<file path="config.mk">
export PLATFORM = sky130hd
export DESIGN_NAME = rtc_core
export DESIGN_NICKNAME = d
export VERILOG_FILES = /design/src/common/rtc_pkg.sv /design/src/rtc_core.sv
export SDC_FILE = /design/constraint.sdc
export NUM_CORES = 1
export LEC_CHECK = 0
export BUFFER_PORTS_ARGS = -buffer_cell sky130_fd_sc_hd__clkbuf_2
export CAP_MARGIN = 20
export CORE_MARGIN = 2
export CORE_UTILIZATION = 42
export CTS_CLUSTER_SIZE = 28
export DETAILED_ROUTE_END_ITERATION = 8
export SLEW_MARGIN = 40
export SYNTH_ARGS = -nofsm -noshare
export SYNTH_HDL_FRONTEND = slang
export SYNTH_SLANG_ARGS = --single-unit
</file>
<file path="constraint.sdc">
create_clock -name sys_clk -period 5.7 [get_ports sys_clk]
set_input_delay 0 -clock sys_clk [delete_from_list [all_inputs] [get_ports sys_clk]]
set_output_delay 0 -clock sys_clk [all_outputs]
set_load 0.01 [all_outputs]
</file>
<file path="src/common/rtc_pkg.sv">
// Constants, types and helpers for the serial real-time clock core
package rtc_pkg;

	localparam int          SYS_HZ        = 125_000_000;
	localparam int          XTAL_HZ       = 32_768;
	localparam int          XTAL_TICK_CYC = SYS_HZ / XTAL_HZ;
	localparam int          EXT_MAX_HZ    = 128_000;
	localparam int          DIV_W         = 15;
	localparam int          DIV_256HZ_BIT = 6;
	localparam int          DIV_32HZ_W    = 10;

	localparam logic [3:0]  ADDR_STATUS0  = 4'h0;
	localparam logic [3:0]  ADDR_STATUS1  = 4'h1;
	localparam logic [3:0]  ADDR_TIME_LO  = 4'h2;
	localparam logic [3:0]  ADDR_TIME_HI  = 4'h9;
	localparam logic [3:0]  LOAD_CMD      = 4'he;
	localparam logic [3:0]  SNAP_CMD      = 4'hf;
	localparam logic [7:0]  STATUS0_RST   = 8'h00;
	localparam logic [7:0]  STATUS1_RST   = 8'h00;

	localparam int          FREQ_BIT      = 0;
	localparam int          ACCEL_BIT     = 2;
	localparam int          PAR_BIT       = 3;
	localparam int          LOCK_BIT      = 4;

	localparam logic [3:0]  ADDR_BITS     = 4'd4;
	localparam logic [3:0]  LAST_BIT      = 4'd11;
	localparam int          N_LOC         = 8;

	// Seconds, minutes, hours, day, month, year, week day, week number
	localparam logic [7:0]  LOC_MIN [0:7] = '{8'h00, 8'h00, 8'h00, 8'h01,
	                                          8'h01, 8'h00, 8'h01, 8'h00};
	localparam logic [7:0]  LOC_MAX [0:7] = '{8'h59, 8'h59, 8'h23, 8'h31,
	                                          8'h12, 8'h99, 8'h07, 8'h52};

	typedef struct packed {
		logic valid;
		logic wr;
		logic din;
	} ser_bit_t;

	typedef enum logic [2:0] {
		MODE_NORMAL = 3'b001,
		MODE_ACCEL  = 3'b010,
		MODE_PAR    = 3'b100
	} tk_mode_t;

	// BCD increment; top bit flags the wrap back to the minimum
	function automatic logic [8:0] bcd_inc(input logic [7:0] v, input logic [7:0] lo,
	                                       input logic [7:0] hi);
		logic [8:0] r;
		r = {1'b0, v};
		if (v >= hi || v < lo) begin
			r = {(v == hi), lo};
		end else if (v[3:0] >= 4'd9) begin
			r = {1'b0, v[7:4] + 4'd1, 4'd0};
		end else begin
			r = {1'b0, v[7:4], v[3:0] + 4'd1};
		end
		return r;
	endfunction

endpackage

</file>
<file path="src/rtc_core.sv">
// Serial real-time clock core with frequency measurement and test modes
module rtc_core (
	// Clock and reset
	input  wire logic              sys_clk,
	input  wire logic              rst_n,
	// Serial access
	input  wire logic              cs_n,
	input  wire rtc_pkg::ser_bit_t ser_in,
	output logic                   io_out,
	output logic                   io_oe,
	// Oscillator source
	input  wire logic              ext_gen_sel,
	input  wire logic              ext_gen_tick,
	// Status
	output logic [7:0]             status0
);

	logic [11:0]           xtal_cnt_r;
	logic                  xtal_tick;
	logic                  osc_tick;
	logic [rtc_pkg::DIV_W-1:0] div_r;
	logic                  tick_1hz;
	logic                  tick_32hz;
	logic                  tk_tick;
	rtc_pkg::tk_mode_t     mode;

	logic [7:0]            ram_r [0:9];
	logic [7:0]            clk_r [0:7];
	logic [7:0]            clk_nxt [0:7];

	logic [3:0]            bit_cnt_r;
	logic [3:0]            addr_r;
	logic [7:0]            shift_r;
	logic                  bit_take;
	logic                  addr_phase;
	logic [3:0]            addr_full;
	logic                  addr_done;
	logic                  is_cmd;
	logic                  load_go;
	logic                  snap_go;
	logic                  byte_done;
	logic [7:0]            byte_in;
	logic                  addr_ok;
	logic [7:0]            rd_byte;
	logic                  freq_pulse;
	logic                  freq_drive;
	logic                  rd_drive;
	logic                  ram_wr;
	logic [7:0]            chg_flag;
	logic [11:0]           xtal_nxt;
	logic [rtc_pkg::DIV_W-1:0] div_nxt;

	// Crystal divider chain source: internal reference or external generator
	assign xtal_tick = (xtal_cnt_r == 12'(rtc_pkg::XTAL_TICK_CYC - 1));
	assign osc_tick  = ext_gen_sel ? ext_gen_tick : xtal_tick;
	assign xtal_nxt  = xtal_cnt_r + 12'h001;
	assign div_nxt   = div_r + 1'b1;

	always_ff @(posedge sys_clk) begin
		if (!rst_n || xtal_tick) begin
			xtal_cnt_r <= 12'h000;
		end else begin
			xtal_cnt_r <= xtal_nxt;
		end
	end

	always_ff @(posedge sys_clk) begin
		if (!rst_n) begin
			div_r <= '0;
		end else if (osc_tick) begin
			div_r <= div_nxt;
		end
	end

	assign tick_1hz   = osc_tick & (&div_r);
	assign tick_32hz  = osc_tick & (&div_r[rtc_pkg::DIV_32HZ_W-1:0]);
	assign freq_pulse = div_r[rtc_pkg::DIV_256HZ_BIT];

	// Test mode selection from control bits 2 and 3
	assign status0 = ram_r[rtc_pkg::ADDR_STATUS0];
	assign mode = status0[rtc_pkg::PAR_BIT]   ? rtc_pkg::MODE_PAR :
	              status0[rtc_pkg::ACCEL_BIT] ? rtc_pkg::MODE_ACCEL :
	              rtc_pkg::MODE_NORMAL;
	assign tk_tick = status0[rtc_pkg::ACCEL_BIT] ? tick_32hz : tick_1hz;

	// Serial bit decode
	assign bit_take   = ser_in.valid & ~cs_n;
	assign addr_phase = (bit_cnt_r < rtc_pkg::ADDR_BITS);
	assign addr_full  = {ser_in.din, addr_r[3:1]};
	assign addr_done  = bit_take & ser_in.wr & (bit_cnt_r == rtc_pkg::ADDR_BITS - 4'd1);
	assign is_cmd     = (addr_full == rtc_pkg::LOAD_CMD) || (addr_full == rtc_pkg::SNAP_CMD);
	assign load_go    = addr_done & (addr_full == rtc_pkg::LOAD_CMD)
	                    & ~status0[rtc_pkg::LOCK_BIT];
	assign snap_go    = addr_done & (addr_full == rtc_pkg::SNAP_CMD);
	assign byte_done  = bit_take & ser_in.wr & (bit_cnt_r == rtc_pkg::LAST_BIT);
	assign byte_in    = {ser_in.din, shift_r[7:1]};
	assign addr_ok    = (addr_r <= rtc_pkg::ADDR_TIME_HI);
	assign rd_byte    = (addr_full <= rtc_pkg::ADDR_TIME_HI) ? ram_r[addr_full] : 8'h00;

	// Pin drive: read data while selected, pulsed source only while deselected
	assign io_out = cs_n ? 1'b1 : shift_r[0];
	assign freq_drive = status0[rtc_pkg::FREQ_BIT] & freq_pulse;
	assign rd_drive   = ~ser_in.wr & ~addr_phase;
	assign io_oe      = cs_n ? freq_drive : rd_drive;
	assign ram_wr     = byte_done & addr_ok;

	// Bit counter and address/data shifter; no timeout between bits
	always_ff @(posedge sys_clk) begin
		if (!rst_n) begin
			bit_cnt_r <= 4'h0;
			addr_r    <= 4'h0;
			shift_r   <= 8'h00;
		end else if (bit_take) begin
			if (addr_phase) begin
				if (!ser_in.wr) begin
					bit_cnt_r <= 4'h0;
				end else if (addr_done) begin
					addr_r    <= addr_full;
					shift_r   <= rd_byte;
					bit_cnt_r <= is_cmd ? 4'h0 : rtc_pkg::ADDR_BITS;
				end else begin
					addr_r    <= addr_full;
					bit_cnt_r <= bit_cnt_r + 4'h1;
				end
			end else begin
				shift_r   <= ser_in.wr ? byte_in : {1'b0, shift_r[7:1]};
				bit_cnt_r <= (bit_cnt_r == rtc_pkg::LAST_BIT) ? 4'h0 : bit_cnt_r + 4'h1;
			end
		end
	end

	// Time keeping: carry chain, parallel increment, or load from RAM
	always_comb begin
		logic [8:0] inc;
		logic       c;
		inc = 9'h000;
		c   = tk_tick;
		for (int i = 0; i < rtc_pkg::N_LOC; i++) begin
			clk_nxt[i] = clk_r[i];
		end
		case (mode)
			rtc_pkg::MODE_PAR: begin
				if (tk_tick) begin
					for (int i = 0; i < rtc_pkg::N_LOC; i++) begin
						inc        = rtc_pkg::bcd_inc(clk_r[i], rtc_pkg::LOC_MIN[i],
						                              rtc_pkg::LOC_MAX[i]);
						clk_nxt[i] = inc[7:0];
					end
				end
			end
			default: begin
				for (int i = 0; i < 6; i++) begin
					if (c) begin
						inc        = rtc_pkg::bcd_inc(clk_r[i], rtc_pkg::LOC_MIN[i],
						                              rtc_pkg::LOC_MAX[i]);
						clk_nxt[i] = inc[7:0];
						c          = inc[8];
					end else begin
						c = 1'b0;
					end
					if (i == 2 && c) begin
						inc        = rtc_pkg::bcd_inc(clk_r[6], rtc_pkg::LOC_MIN[6],
						                              rtc_pkg::LOC_MAX[6]);
						clk_nxt[6] = inc[7:0];
						if (inc[8]) begin
							inc        = rtc_pkg::bcd_inc(clk_r[7], rtc_pkg::LOC_MIN[7],
							                              rtc_pkg::LOC_MAX[7]);
							clk_nxt[7] = inc[7:0];
						end
					end
				end
			end
		endcase
		if (load_go) begin
			for (int i = 0; i < rtc_pkg::N_LOC; i++) begin
				clk_nxt[i] = ram_r[i + 2];
			end
		end
	end

	// Clock locations, one register each, with snapshot change flags
	generate
		for (genvar g = 0; g < rtc_pkg::N_LOC; g++) begin : g_loc
			assign chg_flag[g] = (clk_r[g] != ram_r[g + 2]);
			always_ff @(posedge sys_clk) begin
				if (!rst_n) begin
					clk_r[g] <= rtc_pkg::LOC_MIN[g];
				end else begin
					clk_r[g] <= clk_nxt[g];
				end
			end
		end
	endgenerate

	// RAM: serial writes, snapshot copy with change flags, load clears status 1
	always_ff @(posedge sys_clk) begin
		if (!rst_n) begin
			for (int i = 0; i < 10; i++) begin
				ram_r[i] <= 8'h00;
			end
			ram_r[rtc_pkg::ADDR_STATUS0] <= rtc_pkg::STATUS0_RST;
			ram_r[rtc_pkg::ADDR_STATUS1] <= rtc_pkg::STATUS1_RST;
		end else if (ram_wr) begin
			ram_r[addr_r] <= byte_in;
		end else if (snap_go) begin
			for (int i = 0; i < rtc_pkg::N_LOC; i++) begin
				ram_r[i + 2] <= clk_r[i];
			end
			ram_r[rtc_pkg::ADDR_STATUS1] <= chg_flag;
		end else if (load_go) begin
			ram_r[rtc_pkg::ADDR_STATUS1] <= 8'h00;
		end
	end

endmodule

</file>
; ---- After elaboration in Yosys (flattened, before gate mapping)
; Memory sizes are Yosys's and may differ from the RTL's.
; Index checks and enable logic that the tools add are counted.
[op_classes]
n_bitwise = 36
addsub = 19
n_eq_ne = 22
reduce_logical = 16
order_cmp = 27
muxes = 92
[ops]
columns = op, n
row1 = 8-bit two-way mux, 43
row2 = 64-bit two-way mux, 3
row3 = 9-bit two-way mux, 8
row4 = "4-bit by 1-bit adder with 4-bit output, second input constant", 17
row5 = "8-bit by 1-bit < comparator with 1-bit output, second input constant", 8
row6 = 8-bit inequality test, 8
row7 = "4-bit greater-or-equal comparator, second input constant", 8
row8 = 1-bit two-way mux, 29
row9 = "8-bit by 7-bit greater-or-equal comparator with 1-bit output, second input constant", 3
row10 = 4-bit two-way mux, 5
row11 = 1-bit OR, 20
row12 = "8-bit by 6-bit == test with 1-bit output, second input constant", 2
row13 = "8-bit by 7-bit == test with 1-bit output, second input constant", 2
row14 = "8-bit by 6-bit greater-or-equal comparator with 1-bit output, second input constant", 2
row15 = 16-bit two-way mux, 1
row16 = "15-bit by 1-bit adder with 15-bit output, second input constant", 1
row17 = 15-bit AND reduction, 1
row18 = "12-bit by 1-bit adder with 12-bit output, second input constant", 1
row19 = 1-bit AND, 12
row20 = "12-bit == test, second input constant", 1
row21 = "4-bit == test, second input constant", 3
row22 = 1-bit logical OR, 10
row23 = 10-bit AND reduction, 1
row24 = "8-bit by 3-bit == test with 1-bit output, second input constant", 1
row25 = 16 further kinds, 22
[word_totals]
output_inout_bits = 10
ramBits = 144
regBits = 43
mem_count = 2
wordCells = 219
[mem_list]
columns = memory, depth, word_bits, read_ports, rd_ports_with_merged_regs, write_ports, line
row1 = ram_r, 10, 8, 10, 0, 10, rtc_core.sv:27  ; logic [7:0] ram_r [0:9];
row2 = clk_r, 8, 8, 8, 0, 8, rtc_core.sv:28  ; logic [7:0] clk_r [0:7];

; ---- Depth between registers and ports, before layout
; Gate-level depths: netlist of the first run.
[depth]
ltp_word = 18
mapped_depth = 10
depth_no_buf = 8

; ---- Worst setup path after synthesis of the first run
; Ideal clock, no wire load.
[synth_timing]
path_type = register to register
from = register bit_cnt_r[0]
to = memory ram_r[5][0], enable pin
arrival_ns = 2.190
slack_ns = 3.126
n_path_buf = 1
synth_period_minus_slack_ns = 2.574
setup_time_ns = 0.384
stages_incl_launch_ff = 7
cell_sequence = dfxtp_1 -> ha_1 -> and4b_1 -> nand2_1 -> or4_1 -> clkbuf_1 -> o21ai_0
[synth_lines]
columns = element, line
row1 = "start, declared", rtc_core.sv:31  ; logic [3:0] bit_cnt_r;
row2 = "start signal, assigned", rtc_core.sv:120  ; bit_cnt_r <= is_cmd ? 4'h0 : rtc_pkg::ADDR_BITS;
row3 = "start signal, assigned", rtc_core.sv:123  ; bit_cnt_r <= bit_cnt_r + 4'h1;
row4 = "start signal, assigned", rtc_core.sv:127  ; bit_cnt_r <= (bit_cnt_r == rtc_pkg::LAST_BIT) ? 4'h0 : bit_cnt_r + 4'h1;
row5 = "end, declared", rtc_core.sv:27

==> results.yml, run 1 <==
detailed_routing:
  drc: 0
  drt_iter0_markers: 864
  first_pass_iters: 5
  detail-route-antenna-nets: 0
  wl_um: 31500
  wire_per_inst_um: 21.4
  via_per_inst: 6.07
  vias: 8972
sta:
  fin_crit_sh_pct: 54.9
  clock_skew_ns: 0.0147
  layout_min_cycle_time_ns: 3.13
  fmax_mhz: 320
  whs_ns: 0.0205
  tns_ns: 0
  final_hold_viol_count: 0
  slew-limit-headroom_pct: 42.7
  rsz0062_at_grt: "no"
  worst_pin_slew_ns: 0.859
  final-setup-viol-count: 0
  slew_violations: 0
die:
  dieArea_sq_um: 27600
  rows: 59
  die_w_um: 166
  die_height_um: 166
  core_area_sq_um: 25900
  ios: 18
  start_util_pct: 42.6
clock_tree:
  cts_setup_buffers: 0
  htreeDepth: 4
  cts.sinks: 187
  hold_buffers: 0
  cts_buffers: 17
  clk_pin_slew_ns: 0.08
  cts-resized-gates: 0
  cts-root-buf: "clkbuf_16"
  clock_latency_ns: 0.44
  cts_buffer_depth: 2
  cts_tree: "done"
pwr:
  p_per_area_nw_per_um2: 227
  peakVddDrop_mv: 0.193
  p_leak_nw: 4.37
yosys:
  syn_area_sq_um: 11000
  synth_cells: 1157
  synth-main-ff-cell: "dfxtp_1"
  avgSynthCellArea_sq_um: 9.55
  yosys-top-cells-count: "dfxtp_1 (107), nand2_1 (100), nor2_1 (92)"
  synth_seq_cells: 187
  synth_top_area_cell: "edfxtp_1"
  ys_seq_area_share_pct: 41.1
  synth_cell_types: 79
  yosysWarnings: 0
  synth_top_cell_area_share_pct: 21.7
  async_flop_share_pct: 0
  yosysMostFrequentCell: "dfxtp_1"
  syn_nets: 1213
  synth_area_leaders: "edfxtp_1 (22%), dfxtp_1 (19%), a22o_1 (5.6%)"
  synth_edf_count: 80
global_route:
  grt.met3_usage_pct: 4.27
  grt_pass1_vias: 8474
  track_usage_pct: 22.7
  grt.overflow.total: 0
  met2_usage_pct: 36.0
  grt.met1_usage_pct: 31.6
  antenna_found_initial: 0
  grt_pass1_wl_um: 49200
  grt_max_degree: 78
  top_usage_layer: "met2"
placement:
  dp_hpwl_um: 21800
  gp_congestion: 0.840
  numPortBuffers: 17
  dpl_cell_area_sq_um: 11400
setup_path:
  required_ns: 5.79
  r2r_cells: 7
  critPathKind: "flip-flop to flip-flop"
  r2r_end: "ram_r[0][7]"
  worst_setup_path_start_kind: "flip-flop"
  r2r_start: "bit_cnt_r[0]"
  path_max_fanout: 9
  critPathCaptureType: "flip-flop"
  reg2reg_slack_ns: 2.57
  cp.arrival_ns: 3.22
final_layout:
  layout.nets: 1185
  area_growth_pct: 8.06
  final_cell_area_sq_um: 11900
  drive_gt1_share_pct: 9.81
  num-fill-cells: 2459
  n_antenna_cell: 0
worst_hold_path:
  hold_depth: 4
  min_path_type: "input pin to flip-flop"
  hold_end: "bit_cnt_r[1]"
  hp-start: "ser_in[2]"
run:
  drv_cap: 0
status:
  status: "finished clean"
[sequential cells by signal, summed over array words and instances, names as in the netlist]
name and flops:
xtal_cnt_r 12, div_r 15, bit_cnt_r 4, addr_r 4, clk_r 64, shift_r 8, ram_r 80
[cell families after synthesis]
group,count (synthesis),synth area share [%]
AO/OA/AOI/OAI,315,20.3
XOR/XNOR,89,7.06
adder cells (fa/ha/maj),48,5.44
buffers and inverters,117,4.04
flip-flops,187,41.1
multiplexers,41,5.63
AND/OR/NAND/NOR,360,16.4
[report_power, final]
group	switching (mW)	internal [mW]	leakage (nW)	total [mW]
Combinational	0.0606	0.0332	2.42	0.0938
Clock	0.582	0.577	0.281	1.16
Sequential	0.0379	1.42	1.66	1.46
Total	0.680	2.03	4.37	2.71
[cells in the final DEF (no fill, tap or decap), drive strengths merged, types with 5 or more instances in the layout]
cell type and n:
clkinv 7, a22oi 14, or2 7, ha 48, and2 11, a221oi 5, a211oi 16, xor2 67
nand4 9, dfxtp 107, nand3 36, and3 11, buf 9, nor3 18, nor2b 7, clkbuf 35
a21oi 59, or3 6, o211ai 17, mux4 16, nand2 100, mux2 9, nand2b 13, o21ai 55
nor3b 7, a22o 72, inv 51, nor2 92, o31a 9, xnor2 22, edfxtp 80, a31oi 7
o31ai 19, mux2i 16, nor4 22, a32o 5
[per-layer routing]
| metal | vias to the layer above | wire (um) |
|---|---|---|
| li1 | 4232 | - |
| met1 | 4389 | 14400 |
| met2 | 300 | 14500 |
| met3 | 51 | 1950 |
| met4 | 0 | 727 |
| met5 | - | 0 |
[area by class of cell]
class,instances,area [sq um],share of cell area [%]
clock buffers,17,425,3.56
clock inverters,15,131,1.10
inverters,43,161,1.35
multi-input cells,853,6080,51.0
flip-flops and latches,187,4550,38.1
well taps,335,419,3.51
repair buffers,27,168,1.40
[stage by stage]
step | instances | total power [mW] | utilization (%) | setup slack [ns]
6_report | 1477 | 2.71 | 46.1 | 2.57
5_1_grt | 1477 | 2.78 | 46.1 | 2.37
4_1_cts | 1476 | 2.72 | 46.0 | 2.52
3_5_place_dp | 1444 | 1.58 | 43.9 | 2.53
3_3_place_gp | 1443 | 1.58 | 43.8 | 2.61
2_1_floorplan | 1157 | 1.54 | - | 3.13
[critical path, cell delays in order (launching register included)]
cell and delay, ns:
dfxtp_1 0.37, ha_1 0.32, and4b_1 0.28, nand2_1 0.08, nor3_1 0.33, nand2b_1 0.31, nor3_1 0.64, nand2b_1 0.44
[worst max path at each step]
stage | startpoint | endpoint | slack, ns | cells past startpoint
2_1_floorplan | bit_cnt_r[0] | ram_r[5][0] | 3.13 | 6
3_3_place_gp | bit_cnt_r[3] | clk_r[0][18] | 2.61 | 6
3_5_place_dp | addr_r[2] | ram_r[5][6] | 2.53 | 5
4_1_cts | addr_r[2] | ram_r[7][4] | 2.52 | 5
5_1_grt | bit_cnt_r[0] | ram_r[0][7] | 2.37 | 7
6_report | bit_cnt_r[0] | ram_r[0][7] | 2.57 | 7
Note: power is estimated with default switching activity, not from simulation.
==> inputs of run 2 (changes only) <==
Clock period 5.7 ns to 2.61 ns, I/O delays scaled along.
==> results.yml, run 2 (synthesis results as in run 1) <==
final_layout:
  layout_common_cells: "dfxtp_1 (104), nand2_1 (100), nor2_1 (92)"
  reg.largest.list: "ram_r (80), clk_r (64), div_r (15)"
  area_growth_pct: 14.7
  regMostFlops: "ram_r"
  fin_util_pct: 48.9
  layout.nets: 1265
  n_antenna_cell: 0
  final_cell_count_no_fill: 1557
  largest_reg_flops: 80
  drive_gt1_share_pct: 15.8
  mostFrequentLayoutCell: "dfxtp_1"
placement:
  dp_hpwl_um: 23000
  numPortBuffers: 17
  placedCellCount: 1519
  gp_congestion: 0.870
  pre_cts_slack_ns: 0.122
detailed_routing:
  drc: 0
  via_per_inst: 5.99
  vias: 9326
  first_pass_iters: 5
  detail-route-antenna-nets: 0
  wire_per_inst_um: 21.0
  drt_iter0_markers: 963
  wl_um: 32700
die:
  ios: 18
  rows: 59
  core_area_sq_um: 25900
  dieArea_sq_um: 27600
  die_height_um: 166
  die_w_um: 166
  start_util_pct: 42.6
global_route:
  grt.overflow.total: 0
  track_usage_pct: 23.7
  grt_pass1_vias: 8922
  grt_pass1_wl_um: 51300
  grt_max_degree: 78
  antenna_found_initial: 0
setup_path:
  r2r_start: "div_r[6]"
  startpoint: "div_r[6]"
  cp_common_cell: "and4_1"
  worst_setup_path_start_kind: "flip-flop"
  cpLargestDelayFamily: "simple AND/OR/NAND/NOR gates"
  path_max_fanout: 7
  cp.arrival_ns: 2.85
  critPathBufInv: 0
  critPathCaptureType: "flip-flop"
  critPathMaxStageDelay_ns: 0.61
  cpMaxStageDelayCell: "or4b_2"
  crit_chain: "and4_1 -> and4_1 -> nand3_1 -> nor2_1 -> or4b_2 -> o211a_1"
  required_ns: 2.95
  critPathKind: "flip-flop to flip-flop"
sta:
  fmax_mhz: 399
  slew-limit-headroom_pct: 43.1
  setup_ws_ns: 0.102
  final_hold_viol_count: 0
  final-setup-viol-count: 0
  slew_violations: 0
  fin_crit_sh_pct: 96.1
  clock_skew_ns: 0.0142
  worst_pin_slew_ns: 0.852
  layout_min_cycle_time_ns: 2.51
status:
  status: "finished clean"
clock_tree:
  cts.sinks: 187
  cts_buffer_depth: 2
  clock_latency_ns: 0.46
  clk_pin_slew_ns: 0.08
  cts_buffers: 17
  cts-root-buf: "clkbuf_16"
  htreeDepth: 4
  cts_tree: "done"
pwr:
  finalPower_mw: 6.09
  p_leak_nw: 4.82
  p_per_area_nw_per_um2: 480
  peakVddDrop_mv: 0.376
run:
  drv_cap: 0
worst_hold_path:
  hp-start: "ser_in[1]"
  min_path_type: "input pin to flip-flop"
-- run 2: cell types whose count changed in the layout (fill, tap and decap cells not counted), moves of 4 or more --
cell	change
clkinv_8	+7
clkinv_2	-4
buf_12	+5
buf_4	+76
o21ai_0	+6
o21ai_1	-6
-- run 2: final timing paths --
| path | cells past startpoint | to | slack [ns] |
|---|---|---|---|
| min | 3 | bit_cnt_r[1] | 0.01 |
| max reg2reg | 6 | clk_r[1][4] | 0.10 |
| max | 6 | clk_r[1][4] | 0.10 |
| min reg2reg | 2 | shift_r[0] | 0.46 |
-- run 2: power by group --
part | internal [mW] | total [mW] | switching (mW)
logic | 0.0853 | 0.228 | 0.143
registers | 3.10 | 3.17 | 0.0744
clock network | 1.31 | 2.69 | 1.38
-- run 2: worst register-to-register path, delay by kind of cell (launching register included) --
family	cells	cell delay [ns]
compound gates	1	0.13
flops	1	0.41
simple gates	5	1.85
-- run 2: repair_timing --
action / in CTS / in global routing
endpoints found under the setup margin: 0 / 11
setup buffers: 0 / 4
hold endpoints to repair: 3 / 0
gates resized for setup: 0 / 4
hold buffers: 2 / 0
-- run 2: layout make-up --
type / instances / area [sq um]
clock buffers: 17 / 425
clock inverters: 15 / 199
repair buffers: 107 / 828
flip-flops and latches: 187 / 4550
fillers: 2339 / 13200
multi-input cells: 853 / 6090
inverters: 43 / 161
well taps: 335 / 419
-- run 2: routing by layer --
metal | part of all wire [%] | track usage, % | vias to the layer above
met5 | 0 | 0 | -
met4 | 2.5 | 7.75 | 0
met3 | 7.4 | 3.74 | 65
met2 | 47 | 38.1 | 379
met1 | 43 | 32.9 | 4491
li1 | - | - | 4391
-- run 2: per-stage QoR --
step / instance area [sq um] / setup TNS (ns) / hold slack, ns
global route: 12700 / -0.121 / 0.0580
floorplan: 11000 / 0 / 0.0890
CTS: 12600 / 0 / 0.00361
global placement: 12000 / 0 / 0.363
detailed placement: 12000 / 0 / 0.357
finish: 12700 / 0 / 0.0148
==> inputs of run 3 (changes only) <==
Settings changed: CORE_MARGIN 2 to 1.5.
Clock period 2.61 ns to 3.2 ns, I/O delays scaled along.
==> results.yml, run 3 (synthesis results as in run 1) <==
die:
  core_area_sq_um: 25900
  die_height_um: 165
  ios: 18
  dieArea_sq_um: 27300
  rows: 59
  start_util_pct: 42.6
  die_w_um: 165
final_layout:
  drive_gt1_share_pct: 11.3
  area_growth_pct: 10.2
  regMostFlops: "ram_r"
  largest_reg_flops: 80
  mostFrequentLayoutCell: "dfxtp_1"
  layout_common_cells: "dfxtp_1 (106), nand2_1 (100), nor2_1 (92)"
  n_antenna_cell: 0
  final_cell_area_sq_um: 12200
  reg.largest.list: "ram_r (80), clk_r (64), div_r (15)"
  layout.nets: 1210
global_route:
  track_usage_pct: 24.1
  antenna_found_initial: 0
  grt_max_degree: 78
  grt_pass1_wl_um: 49400
  grt_pass1_vias: 8479
  grt.overflow.total: 0
detailed_routing:
  wl_um: 31900
  drc: 0
  wire_per_inst_um: 21.2
  first_pass_iters: 5
  detail-route-antenna-nets: 0
  vias: 9053
  drt_iter0_markers: 799
  via_per_inst: 6.03
clock_tree:
  clock_latency_ns: 0.45
  cts_buffer_depth: 2
  cts.sinks: 187
  htreeDepth: 4
  cts_buffers: 17
  clk_pin_slew_ns: 0.09
  cts-root-buf: "clkbuf_16"
  cts_tree: "done"
setup_path:
  reg2reg_slack_ns: 0.49
  cp.arrival_ns: 3.08
  cpMaxStageDelayCell: "o31ai_1"
  worst_setup_path_start_kind: "flip-flop"
  crit_chain: "ha_1 -> nand4_4 -> nor4_4 -> buf_4 -> a31oi_1 -> o31ai_1 -> a21oi_1 -> nor3_1"
  critPathMaxStageDelay_ns: 0.69
  r2r_cells: 8
  r2r_end: "clk_r[1][28]"
  cpLargestDelayFamily: "compound AO/OA/AOI/OAI gates"
  r2r_start: "clk_r[0][0]"
  critPathKind: "flip-flop to flip-flop"
  critPathCaptureType: "flip-flop"
  required_ns: 3.57
  critPathBufInv: 1
  path_max_fanout: 8
sta:
  rsz0062_at_grt: "no"
  slew_violations: 0
  layout_min_cycle_time_ns: 2.71
  final-setup-viol-count: 0
  fmax_mhz: 370
  tns_ns: 0
  slew-limit-headroom_pct: 41.9
  clock_skew_ns: 0.0161
  worst_pin_slew_ns: 0.870
  final_hold_viol_count: 0
  fin_crit_sh_pct: 84.6
placement:
  gp_congestion: 0.889
  dp_hpwl_um: 22200
  dpl_cell_area_sq_um: 11500
  numPortBuffers: 17
worst_hold_path:
  min_path_type: "input pin to flip-flop"
  hp-start: "ser_in[1]"
  hold_depth: 3
  hold_end: "bit_cnt_r[1]"
pwr:
  p_per_area_nw_per_um2: 408
  peakVddDrop_mv: 0.340
  p_leak_nw: 4.52
run:
  drv_cap: 0
status:
  status: "finished clean"
[run 3: changes by cell type in the layout (fill, tap and decap cells not counted), sizes merged]
cell | previous run | this run
inv | 49 | 54
buf | 88 | 33
dlygate4sd3 | 2 | 1
clkinv | 9 | 4
clkbuf | 34 | 35
[run 3: worst max path at each step]
stage	start	slack [ns]	depth (start not counted)	endpoint
final	clk_r[0][0]	0.49	8	clk_r[1][28]
after CTS	clk_r[0][0]	0.52	8	clk_r[1][28]
after floorplan	bit_cnt_r[0]	0.63	6	ram_r[5][0]
after detailed placement	bit_cnt_r[0]	0.55	7	ram_r[4][4]
after global routing	xtal_cnt_r[2]	0.29	7	clk_r[0][9]
after global placement	bit_cnt_r[0]	0.45	6	ram_r[9][4]
[run 3: tightest hold or removal path: cells and delay by family]
family | cells | cell delay, ns
buffers and inverters | 1 | 0.16
AO/OA/AOI/OAI | 2 | 0.29
[run 3: what timing repair did]
item,in CTS,in global routing
endpoints found under the hold margin,2,0
resized for setup,0,0
buffers inserted,0,0
hold buffers,1,0
[run 3: final cells by class]
cell class | count | area, sq um
timing repair buffer | 52 | 364
fill | 2454 | 13700
multi-input combinational | 853 | 6070
clock buffer | 17 | 425
inverter | 43 | 161
tap | 335 | 419
sequential | 187 | 4550
clock inverter | 15 | 186
[run 3: through the flow]
stage	util (%)	power (mW)	cells	setup WS, ns	hold WS, ns
6_report	47.0	4.96	1502	0.494	0.0432
5_1_grt	47.0	5.11	1502	0.290	0.0474
4_1_cts	47.0	5.00	1501	0.520	0.0279
3_5_place_dp	44.6	2.82	1468	0.554	0.374
3_3_place_gp	44.6	2.82	1468	0.454	0.373
2_1_floorplan	-	2.73	1157	0.626	0.0890
[run 3: power by group]
group	switching, mW	internal [mW]	leakage, nW
clock network	1.12	1.08	0.300
logic	0.111	0.0643	2.55
registers	0.0635	2.53	1.67
total	1.30	3.67	4.52
[run 3: layer usage]
layer | vias up | track usage, % | share of wire (%)
met3 | 62 | 3.82 | 6.4
met4 | 0 | 8.15 | 2.9
met1 | 4421 | 33.5 | 45
met2 | 288 | 38.1 | 46
li1 | 4282 | - | -
met5 | - | 0 | 0
